**src/common/cfgbank_pkg.sv**
```systemverilog
// Constants for the video converter and clock synthesizer configuration bank
package cfgbank_pkg;
    typedef logic [7:0] reg_byte_t;

    // Register indices; the byte address is four times the index
    localparam logic [7:0] IDX_VADC0_POWER_SELECT = 8'h80;
    localparam logic [7:0] IDX_VADC0_BIAS_CHROMA_CLAMP = 8'h81;
    localparam logic [7:0] IDX_VADC0_GAIN_PAIR1 = 8'h82;
    localparam logic [7:0] IDX_VADC0_GAIN_PAIR2 = 8'h83;
    localparam logic [7:0] IDX_VADC0_CLAMP_PAIR1 = 8'h84;
    localparam logic [7:0] IDX_VADC0_CLAMP_PAIR2 = 8'h85;
    localparam logic [7:0] IDX_VADC1_POWER_SELECT = 8'h86;
    localparam logic [7:0] IDX_VADC1_BIAS_CHROMA_CLAMP = 8'h87;
    localparam logic [7:0] IDX_VADC1_GAIN_PAIR3 = 8'h88;
    localparam logic [7:0] IDX_VADC1_GAIN_PAIR4 = 8'h89;
    localparam logic [7:0] IDX_VADC1_CLAMP_PAIR3 = 8'h8a;
    localparam logic [7:0] IDX_VADC1_CLAMP_PAIR4 = 8'h8b;
    localparam logic [7:0] IDX_VADC_FILTER_SELECT = 8'h8c;
    localparam logic [7:0] IDX_VADC_CLOCK_DELAY_A = 8'h8d;
    localparam logic [7:0] IDX_VADC_CLOCK_DELAY_B = 8'h8e;
    localparam logic [7:0] IDX_DECODER_CLOCK_DELAY = 8'h8f;
    localparam logic [7:0] IDX_PLL_OVERRIDE_CONTROL = 8'h90;
    localparam logic [7:0] IDX_PLL_PIN_CONTROLS = 8'h91;
    localparam logic [7:0] IDX_PLL1_MULTIPLIER_LOW = 8'h92;
    localparam logic [7:0] IDX_PLL1_DIVIDER_MULT_HIGH = 8'h93;
    localparam logic [7:0] IDX_PLL2_MULTIPLIER_LOW = 8'h94;
    localparam logic [7:0] IDX_PLL2_DIVIDER_MULT_HIGH = 8'h95;
    localparam logic [7:0] IDX_PLL_OUTPUT_DIVIDERS = 8'h96;
    localparam int NUM_REGS = 23;

    // Slots relative to the bank's first register; power select, bias, gain and clamp repeat in each converter group
    localparam int CONV_STRIDE = 6;
    localparam int SLOT_BIAS = 1;
    localparam int SLOT_GAIN = 2;
    localparam int SLOT_CLAMP = 4;
    localparam int SLOT_LPF = 12;
    localparam int SLOT_DLY_A = 13;
    localparam int SLOT_DLY_B = 14;
    localparam int SLOT_DLY_VD = 15;
    localparam int SLOT_PLL_CTRL = 16;
    localparam int SLOT_PLL_PINS = 17;
    localparam int SLOT_PLL1_M = 18;
    localparam int SLOT_PLL_OD = 22;

    // Field positions
    localparam int POS_PAIR_PD = 0;
    localparam int POS_MANUAL_GAIN = 2;
    localparam int POS_INPUT_SEL = 4;
    localparam int POS_BIAS = 4;
    localparam int POS_PLL_BP = 0;
    localparam int POS_PLL_PD = 1;
    localparam int POS_PLL_OE = 4;
    localparam int POS_PLL_RST = 7;
    localparam int POS_M_HIGH = 7;
    localparam int POS_PLL_OD = 4;
    localparam int WID_N = 5;
    localparam int WID_M = 9;
    localparam int WID_OD = 4;

    localparam reg_byte_t REG_RESET [NUM_REGS] = '{
        8'h00, 8'ha0, 8'h00, 8'h00, 8'h00, 8'h00,
        8'h00, 8'ha0, 8'h00, 8'h00, 8'h00, 8'h00,
        8'h00, 8'h00, 8'h00, 8'h00,
        8'h00, 8'h00, 8'h00, 8'h00, 8'h00, 8'h00, 8'h00};
    localparam reg_byte_t REG_MASK [NUM_REGS] = '{
        8'h57, 8'hff, 8'hff, 8'hff, 8'hff, 8'hff,
        8'h57, 8'hff, 8'hff, 8'hff, 8'hff, 8'hff,
        8'h0f, 8'h77, 8'h77, 8'h07,
        8'h03, 8'h3f, 8'hff, 8'h9f, 8'hff, 8'h9f, 8'hff};
    // Synthesizer configuration survives the settle reset
    localparam logic [NUM_REGS-1:0] REG_KEEP = 23'h7f0000;

    // Filter select codes
    localparam logic [1:0] LPF_6MHZ = 2'h0;
    localparam logic [1:0] LPF_9MHZ = 2'h1;

    // Clock delay: one step per code
    localparam int CLK_DELAY_STEP_PS = 600;

    // Synthesizer source codes
    localparam logic [1:0] CLKSRC_OFF = 2'h0;
    localparam logic [1:0] CLKSRC_XIN = 2'h1;
    localparam logic [1:0] CLKSRC_SYNTH = 2'h2;
    localparam logic [1:0] CLKSRC_UNDEF = 2'h3;

    // Hard-wired defaults: 144 MHz and 74.25 MHz from a 27 MHz reference
    localparam logic [8:0] PLL1_DEF_M = 9'h03e;
    localparam logic [4:0] PLL1_DEF_N = 5'h04;
    localparam logic [3:0] PLL1_DEF_OD = 4'h1;
    localparam logic [8:0] PLL2_DEF_M = 9'h014;
    localparam logic [4:0] PLL2_DEF_N = 5'h00;
    localparam logic [3:0] PLL2_DEF_OD = 4'h2;

    // Timing
    localparam int CLK_HZ = 20_000_000;
    localparam int PLL_SETTLE_US = 1000;
    localparam int PLL_SETTLE_CYCLES = (CLK_HZ / 1_000_000) * PLL_SETTLE_US;

    typedef enum logic [1:0] {
        ST_IDLE = 2'b01,
        ST_SETTLE = 2'b10
    } seq_state_e;
endpackage

```
**src/core/video_adc_pll_config_bank.sv**
```systemverilog
// Configuration bank for two dual-input video converters and two clock synthesizers
//
// The Wishbone interface to the registers was left to the implementer.
`timescale 1ns/1ns
module video_adc_pll_config_bank
    import cfgbank_pkg::*;
#(
    parameter int SETTLE_CYCLES = PLL_SETTLE_CYCLES
) (
    // Clock and reset
    input wire logic clk,
    input wire logic rst,
    // Wishbone slave
    input wire logic wb_cyc_i,
    input wire logic wb_stb_i,
    input wire logic wb_we_i,
    input wire logic [9:0] wb_adr_i,
    input wire logic [3:0] wb_sel_i,
    input wire logic [31:0] wb_dat_i,
    output logic [31:0] wb_dat_o,
    output logic wb_ack_o,
    // Hardware automatic gain, one nibble per input, 1A first
    input wire logic [31:0] auto_gain,
    // Converter front end controls, index 0 is pair 1
    output logic [3:0] input_a_power_down,
    output logic [3:0] input_b_power_down,
    output logic [3:0] pair_input_select,
    output logic [1:0] conv_manual_gain_sel,
    output logic [31:0] input_gain_value,
    output logic [7:0] input_chroma_clamp,
    output logic [31:0] input_clamp_value,
    output logic [7:0] conv_bias_setting,
    // Filter selects, index 0 is converter 0
    output logic [1:0] lpf_6mhz_en,
    output logic [1:0] lpf_9mhz_en,
    output logic [1:0] lpf_bypass,
    // Delay codes: conv0, conv1, 36 MHz, 72 MHz, decoder
    output logic [14:0] clock_delay_sel,
    // Synthesizer settings, index 0 is the first one
    output logic [17:0] pll_multiplier,
    output logic [9:0] pll_predivider,
    output logic [7:0] pll_output_divider,
    output logic [1:0] pll_powerdown,
    output logic [1:0] pll_bypass,
    output logic [1:0] pll_output_enable_n,
    output logic [3:0] pll_clock_source,
    // Chip held in reset while the synthesizers settle
    output logic settle_reset
);
    reg_byte_t regs_q [NUM_REGS];
    seq_state_e state_q;
    logic [31:0] cnt_q;
    logic ack_q;
    logic [31:0] rdata_q;
    logic [7:0] idx;
    logic hit;
    logic [4:0] slot;
    logic req;
    logic wr;
    logic rst_req;
    logic busy;
    reg_byte_t rd_byte;

    assign idx = wb_adr_i[9:2];
    assign hit = (idx >= IDX_VADC0_POWER_SELECT) && (idx <= IDX_PLL_OUTPUT_DIVIDERS);
    assign slot = 5'(idx - IDX_VADC0_POWER_SELECT);
    assign req = wb_cyc_i && wb_stb_i && !ack_q;
    assign wr = req && wb_we_i && wb_sel_i[0] && hit;
    assign rst_req = wr && (idx == IDX_PLL_OVERRIDE_CONTROL) && wb_dat_i[POS_PLL_RST];
    assign busy = (state_q == ST_SETTLE);

    // Answer one cycle after the request, drop the cycle after
    always_ff @(posedge clk) begin
        if (rst) begin
            ack_q <= 1'b0;
        end else begin
            ack_q <= req;
        end
    end

    always_comb begin
        rd_byte = 8'h00;
        if (hit) begin
            rd_byte = regs_q[slot];
            if (32'(slot) == SLOT_PLL_CTRL) begin
                rd_byte[POS_PLL_RST] = busy;
            end
        end
    end

    // Unmapped addresses answer with zero
    always_ff @(posedge clk) begin
        if (rst) begin
            rdata_q <= 32'h0;
        end else if (req) begin
            rdata_q <= {24'h0, rd_byte};
        end
    end

    // Non-synthesizer registers are lost while the chip sits in settle reset
    always_ff @(posedge clk) begin
        for (int i = 0; i < NUM_REGS; i++) begin
            if (rst || (busy && !REG_KEEP[i])) begin
                regs_q[i] <= REG_RESET[i];
            end else if (wr && slot == 5'(i)) begin
                regs_q[i] <= wb_dat_i[7:0] & REG_MASK[i];
            end
        end
    end

    // Settle sequencer; a request while settling is ignored
    always_ff @(posedge clk) begin
        if (rst) begin
            state_q <= ST_IDLE;
            cnt_q <= 32'h0;
        end else begin
            case (state_q)
                ST_IDLE: begin
                    cnt_q <= 32'h0;
                    if (rst_req) begin
                        state_q <= ST_SETTLE;
                    end
                end
                ST_SETTLE: begin
                    if (cnt_q == 32'(SETTLE_CYCLES - 1)) begin
                        state_q <= ST_IDLE;
                        cnt_q <= 32'h0;
                    end else begin
                        cnt_q <= cnt_q + 32'h1;
                    end
                end
                default: begin
                    state_q <= ST_IDLE;
                    cnt_q <= 32'h0;
                end
            endcase
        end
    end

    // Front end controls, registered so every pin comes from a flop
    always_ff @(posedge clk) begin
        if (rst) begin
            input_a_power_down <= 4'h0;
            input_b_power_down <= 4'h0;
            pair_input_select <= 4'h0;
            conv_manual_gain_sel <= 2'h0;
            input_gain_value <= 32'h0;
            input_chroma_clamp <= 8'h0;
            input_clamp_value <= 32'h0;
            conv_bias_setting <= {REG_RESET[CONV_STRIDE + SLOT_BIAS][POS_BIAS +: 4],
                                  REG_RESET[SLOT_BIAS][POS_BIAS +: 4]};
        end else begin
            for (int c = 0; c < 2; c++) begin
                conv_manual_gain_sel[c] <= regs_q[c*CONV_STRIDE][POS_MANUAL_GAIN];
                conv_bias_setting[4*c +: 4] <= regs_q[c*CONV_STRIDE + SLOT_BIAS][POS_BIAS +: 4];
            end
            for (int p = 0; p < 4; p++) begin
                input_a_power_down[p] <= regs_q[(p/2)*CONV_STRIDE][POS_PAIR_PD + p%2];
                input_b_power_down[p] <= regs_q[(p/2)*CONV_STRIDE][POS_PAIR_PD + p%2];
                pair_input_select[p] <= regs_q[(p/2)*CONV_STRIDE][POS_INPUT_SEL + 2*(p%2)];
            end
            for (int i = 0; i < 8; i++) begin
                if (regs_q[(i/4)*CONV_STRIDE][POS_MANUAL_GAIN]) begin
                    input_gain_value[4*i +: 4] <=
                        regs_q[(i/4)*CONV_STRIDE + SLOT_GAIN + (i%4)/2][4*(i%2) +: 4];
                end else begin
                    input_gain_value[4*i +: 4] <= auto_gain[4*i +: 4];
                end
                input_chroma_clamp[i] <= regs_q[(i/4)*CONV_STRIDE + SLOT_BIAS][i%4];
                input_clamp_value[4*i +: 4] <=
                    regs_q[(i/4)*CONV_STRIDE + SLOT_CLAMP + (i%4)/2][4*(i%2) +: 4];
            end
        end
    end

    // Filter and clock delay selects
    always_ff @(posedge clk) begin
        if (rst) begin
            lpf_6mhz_en <= 2'h0;
            lpf_9mhz_en <= 2'h0;
            lpf_bypass <= 2'h0;
            clock_delay_sel <= 15'h0;
        end else begin
            for (int c = 0; c < 2; c++) begin
                lpf_6mhz_en[c] <= (regs_q[SLOT_LPF][2*c +: 2] == LPF_6MHZ);
                lpf_9mhz_en[c] <= (regs_q[SLOT_LPF][2*c +: 2] == LPF_9MHZ);
                lpf_bypass[c] <= (regs_q[SLOT_LPF][2*c +: 2] != LPF_6MHZ) &&
                                 (regs_q[SLOT_LPF][2*c +: 2] != LPF_9MHZ);
            end
            // Steps of CLK_DELAY_STEP_PS
            clock_delay_sel <= {regs_q[SLOT_DLY_VD][2:0],
                                regs_q[SLOT_DLY_B][6:4], regs_q[SLOT_DLY_B][2:0],
                                regs_q[SLOT_DLY_A][6:4], regs_q[SLOT_DLY_A][2:0]};
        end
    end

    // Synthesizer settings; the analog macro computes XIN*(M+2)/((N+2)*OD*2)
    always_ff @(posedge clk) begin
        if (rst) begin
            pll_multiplier <= {PLL2_DEF_M, PLL1_DEF_M};
            pll_predivider <= {PLL2_DEF_N, PLL1_DEF_N};
            pll_output_divider <= {PLL2_DEF_OD, PLL1_DEF_OD};
            pll_powerdown <= 2'h0;
            pll_bypass <= 2'h0;
            pll_output_enable_n <= 2'h0;
            pll_clock_source <= {CLKSRC_SYNTH, CLKSRC_SYNTH};
        end else begin
            for (int k = 0; k < 2; k++) begin
                if (regs_q[SLOT_PLL_CTRL][k]) begin
                    pll_multiplier[WID_M*k +: WID_M] <=
                        {regs_q[SLOT_PLL1_M + 2*k + 1][POS_M_HIGH], regs_q[SLOT_PLL1_M + 2*k]};
                    pll_predivider[WID_N*k +: WID_N] <= regs_q[SLOT_PLL1_M + 2*k + 1][WID_N-1:0];
                    pll_output_divider[WID_OD*k +: WID_OD] <=
                        regs_q[SLOT_PLL_OD][POS_PLL_OD*k +: WID_OD];
                    pll_powerdown[k] <= regs_q[SLOT_PLL_PINS][POS_PLL_PD + 2*k];
                    pll_bypass[k] <= regs_q[SLOT_PLL_PINS][POS_PLL_BP + 2*k];
                    pll_output_enable_n[k] <= regs_q[SLOT_PLL_PINS][POS_PLL_OE + k];
                    if (regs_q[SLOT_PLL_PINS][POS_PLL_OE + k]) begin
                        pll_clock_source[2*k +: 2] <= CLKSRC_OFF;
                    end else if (regs_q[SLOT_PLL_PINS][POS_PLL_BP + 2*k]) begin
                        pll_clock_source[2*k +: 2] <= CLKSRC_XIN;
                    end else if (!regs_q[SLOT_PLL_PINS][POS_PLL_PD + 2*k]) begin
                        pll_clock_source[2*k +: 2] <= CLKSRC_SYNTH;
                    end else begin
                        pll_clock_source[2*k +: 2] <= CLKSRC_UNDEF;
                    end
                end else begin
                    pll_multiplier[WID_M*k +: WID_M] <= (k == 0) ? PLL1_DEF_M : PLL2_DEF_M;
                    pll_predivider[WID_N*k +: WID_N] <= (k == 0) ? PLL1_DEF_N : PLL2_DEF_N;
                    pll_output_divider[WID_OD*k +: WID_OD] <=
                        (k == 0) ? PLL1_DEF_OD : PLL2_DEF_OD;
                    pll_powerdown[k] <= 1'b0;
                    pll_bypass[k] <= 1'b0;
                    pll_output_enable_n[k] <= 1'b0;
                    pll_clock_source[2*k +: 2] <= CLKSRC_SYNTH;
                end
            end
        end
    end

    assign wb_ack_o = ack_q;
    assign wb_dat_o = rdata_q;
    assign settle_reset = state_q[1];
endmodule

```
**config.mk**
```make
export PLATFORM = sky130hd
export DESIGN_NAME = video_adc_pll_config_bank
export DESIGN_NICKNAME = d
export VERILOG_FILES = /design/src/common/cfgbank_pkg.sv /design/src/core/video_adc_pll_config_bank.sv
export SDC_FILE = /design/constraint.sdc
export NUM_CORES = 1
export LEC_CHECK = 0
export ABC_AREA = 0
export BUFFER_PORTS_ARGS = -buffer_cell sky130_fd_sc_hd__buf_4
export CELL_PAD_IN_SITES_DETAIL_PLACEMENT = 1
export CELL_PAD_IN_SITES_GLOBAL_PLACEMENT = 1
export CORE_ASPECT_RATIO = 1.75
export CORE_MARGIN = 4
export CORE_UTILIZATION = 37
export DETAILED_ROUTE_END_ITERATION = 10
export GPL_ROUTABILITY_DRIVEN = 0
export PLACE_DENSITY_LB_ADDON = 0.1
export SYNTH_ARGS = -nofsm -noshare
export SYNTH_HDL_FRONTEND = slang
export SYNTH_SLANG_ARGS = --single-unit
```
**constraint.sdc**
```tcl
create_clock -name clk -period 3.38 [get_ports clk]
set_clock_uncertainty 0.05 [all_clocks]
set_input_delay 0.845 -clock clk [delete_from_list [all_inputs] [get_ports clk]]
set_output_delay 0.845 -clock clk [all_outputs]
set_load 0.005 [all_outputs]
```
After elaboration in Yosys (flattened, before gate mapping). Memories as Yosys holds them, arrays and structs flattened. A register that Yosys moved wholly into a read port is not among the register bits. Index checks and enable logic that the tools add are counted.

Register bits after elaboration: 109. Memory bits (writable): 184. Input bits: 83. Word-level logic and storage cells: 247. Memories kept: 1.

Memory list: regs_q (depth 23, bits a word 8, read ports 24, clocked after Yosys merged registers in 13, write ports 23, RTL line video_adc_pll_config_bank.sv:50) `reg_byte_t regs_q [NUM_REGS];`.

Add/sub/neg operators: 2. $lt $le $gt $ge: 2. Equal/unequal tests: 32. Multiplexer cells: 115. Bitwise logic cells: 26. Reductions and logical operators: 46.

Operators with widths (number): $mux 8 (24); $mux 1 (76); $eq 5x4->1 const B (8); $eq 5x5->1 const B (7); $logic_and 1x1->1 (33); $add 32x1->32 const B (1); $eq 32x15->1 const B (1); $mux 4 (8); $or 1x1->1 (23); $eq 5x3->1 const B (4); $mux 2 (6); $eq 5x2->1 const B (2); $reduce_or 3->1 (3); $eq 8x8->1 const B (1); $ge 8x8->1 const B (1); $le 8x8->1 const B (1); $eq 2x1->1 const B (3); $ne 2x1->1 const B (3); $eq 5x1->1 const B (1); $logic_not 5->1 (1); $sub 5x1->5 const B (1); $logic_not 2->1 (2); $pmux 2 s2 (1); $reduce_bool 2->1 (2); 7 further kinds (10).

Logic depth before layout (Yosys ltp).
Word-level depth: 10. Depth in mapped cells: 8. Depth with buffers taken out: 5.

Worst setup path after synthesis. OpenSTA, ideal clock, no wires.

Kind: input to register. Start: input port wb_adr_i[7]. End: memory regs_q[10][0] in the netlist's numbering (enable). Setup time: 0.384 ns. Arrival time: 2.690 ns. Required time: 2.946 ns. Path slack: 0.256 ns. Stages: 6. Buffers on the path: 1. Path through: or3b_1 > or2_0 > buf_2 > nor3_1 > nand2_1 > o21ai_0.

RTL lines: start, declared (RTL line video_adc_pll_config_bank.sv:17) `input wire logic [9:0] wb_adr_i,`; end, declared (RTL line video_adc_pll_config_bank.sv:50).

==> impl_metrics.ini <==
[worst_setup_path]
endpoint_kind = register
cp.depth = 7
arrival_ns = 3.00
worst_path_most_repeated_cell = buf_4
cpMaxStageDelayCell = or3b_1
worstPathRequired_ns = 3.54
critical_path.cell_chain = buf_4, or3b_1, or2_0, nor3_1, nand2_1, o21ai_0, buf_4
r2r_setup_slack_ns = 0.90
critPathTopFamily = simple AND/OR/NAND/NOR gates
cp-start-kind = input port
max_stage_delay_ns = 0.45
critPathKind = in -> reg
crit_fanout = 8
ff2ff_path_depth = 6
path_buf_inv = 2

[routing]
drtIter0Drc = 531
wl_per_cell_um = 22.0
avgViaCountPerCell = 5.02
wirelength_mm = 42.3
drc = 0
antenna_left = 0
drt_pass1_iterations = 5
detailroute.via_count = 9639

[grt]
grt_pass1_vias = 10300
grt_max_degree = 71
grt_overflow = 0
antenna_found_initial = 1
grt_usage_pct = 20.5
grt_pass1_wl_mm = 63.8

[floorplan]
die-width_um = 154
ios = 278
core_area_sq_mm = 0.0369
initial_utilization_pct = 37.5
fp.dieH_um = 264
fp-row-count = 93
dieArea_sq_mm = 0.0407

[cells_and_area]
stdcell_count = 1921
final_layout_size_suffix_gt1_share_pct = 26.0
fin_nets = 1503
final_cell_mix = 282 x buf_4, 200 x dfxtp_1, 155 x and2_1
final_common_cell = buf_4
areaGrowthSynthToFinish_pct = 25.2
fin_area_sq_mm = 0.0173

[synth]
synth-edff-count = 153
syn-instance-count = 1177
synth.ff_latch_count = 353
synth_top_area_share_pct = 33.2
synthArstFlopShare_pct = 0
seq_area_frac_synth_pct = 62.1
synth.largest_area_cell = edfxtp_1
synth_area_per_cell_sq_um = 11.8
yosys.cell_types.count = 62
ys_warn_count = 0
syn_area_sq_mm = 0.0138
synth_top_flop_cell = dfxtp_1
synth_area_leaders = edfxtp_1 33%, dfxtp_1 29%, and2_1 7.0%, nor2b_1 3.7%, mux2i_1 3.4%

[placed_design]
dpl-instance-area_sq_mm = 0.0162
place_inst = 1857
dp_hpwl_mm = 31.2
io_buffers = 224
dpl_worst_slack_ns = 0.0824

[clocking]
clock_path_buffers = 3
cts_setup_buffers = 0
cts_htree_levels = 2
cts-root-buf = clkbuf_16
clkSlewWorstSetupHoldPaths_ns = 0.07
cts_made_buffers = 35
cts.sinks = 353
cts_hold_buf = 0
clock_latency_ns = 0.52
cts_tree = done
ctsResizeCount = 0

[worst_hold_path]
hold_path.class = reg -> reg
min_path_cells = 2

[power]
p_total_mw = 9.27
peakVddDrop_mv = 0.317
power.leakage_nw = 6.83
power.density_mw_per_mm2 = 535

[timing]
post-route-period-util_pct = 83.9
hold_viol = 0
max_freq_mhz = 353
period_needed_ns = 2.84
setup_viol = 0
fin_ws_ns = 0.545
grt_setup_unrepaired = no
slew_headroom_pct = 23.9
setup_tns_ns = 0
slew_viol_final = 0
worstMarginPinSlew_ns = 1.14

[job]
maxCapViolCount = 0

[status]
outcome = finished clean
[stage by stage]
stage | hold slack (ns) | util, %
floorplan | 0.373 | -
global placement | 0.386 | 43.8
detailed placement | 0.398 | 43.8
CTS | 0.413 | 47.0
global route | 0.441 | 47.0
finish | 0.412 | 47.0
[worst register-to-register path: cells and delay by family, from the launching register on]
kind / cells / cell delay, ns
and+or+nand+nor: 4 / 1.33
DFF: 1 / 0.31
AOI/OAI and AO/OA: 1 / 0.28
buffers and inverters: 1 / 0.22
[cells in the mapped netlist, types with 8 or more instances]
library cell	instances
and3_1	9
edfxtp_1	153
buf_2	10
nand2b_1	17
mux4_2	19
buf_4	29
and2_1	155
buf_1	9
clkbuf_1	52
nor2_1	120
nand2_1	39
a21oi_1	15
nor4_1	21
xnor2_1	26
mux2i_1	47
nor2b_1	82
a221oi_1	8
nand3_1	19
o21ai_0	26
nor3_1	21
dfxtp_1	200
[per-layer routing]
layer / global-route usage (%) / vias to the layer above / part of all wire [%]
met5: 0 / - / 0
met2: 37.4 / 279 / 53
met3: 3.11 / 75 / 5.0
met1: 24.1 / 4767 / 38
li1: - / 4518 / -
met4: 7.48 / 0 / 3.6
[final cells by class]
cell class,count,area (sq um)
well taps,475,594
clock buffers,49,1040
multi-input cells,741,4830
flip-flops and latches,353,8600
repair buffers,282,2120
clock inverters,14,133
fillers,3971,19600
diodes,1,2.50
inverters,6,22.5
[report_power, final]
group	switching, mW	internal [mW]
sequential	0.0836	4.58
clock	1.65	2.32
combinational	0.343	0.285
total	2.08	7.19
[registers in the layout, summed over array words and instances, names as in the netlist, 3 cells and up]
signal	flops
clock_delay_sel	15
cnt_q	32
conv_bias_setting	8
input_b_power_down	3
input_chroma_clamp	8
input_clamp_value	32
input_gain_value	32
pair_input_select	4
pll_clock_source	4
pll_multiplier	18
pll_output_divider	8
pll_predivider	10
regs_q	153
wb_dat_o	8
[final timing paths]
check / from / end
worst max-delay path: wb_adr_i[7] / regs_q[1][0]$_SDFFCE_PN0P_
worst min-delay path: wb_dat_o[2]$_SDFFE_PP0N_ / wb_dat_o[2]$_SDFFE_PP0N_
worst max register to register: wb_ack_o$_SDFF_PP0_ / regs_q[1][0]$_SDFFCE_PN0P_
worst min register to register: wb_dat_o[2]$_SDFFE_PP0N_ / wb_dat_o[2]$_SDFFE_PP0N_
[logic make-up (layout without fill, tap and decap cells)]
kind of cell               after synthesis  count (layout)  share of synthesized area, %
other                                    1              25                        0.0271
DFF                                    353             353                          62.1
buffers and inverters                  106             351                          3.75
adders and majority gates                1               1                        0.0904
muxes                                   73              73                          7.06
xor gates and xnor gates                30              30                          1.90
AOI/OAI and AO/OA                       95              95                          4.65
and+or+nand+nor                        518             518                          20.4
Note: power is estimated with default switching activity, not from simulation.
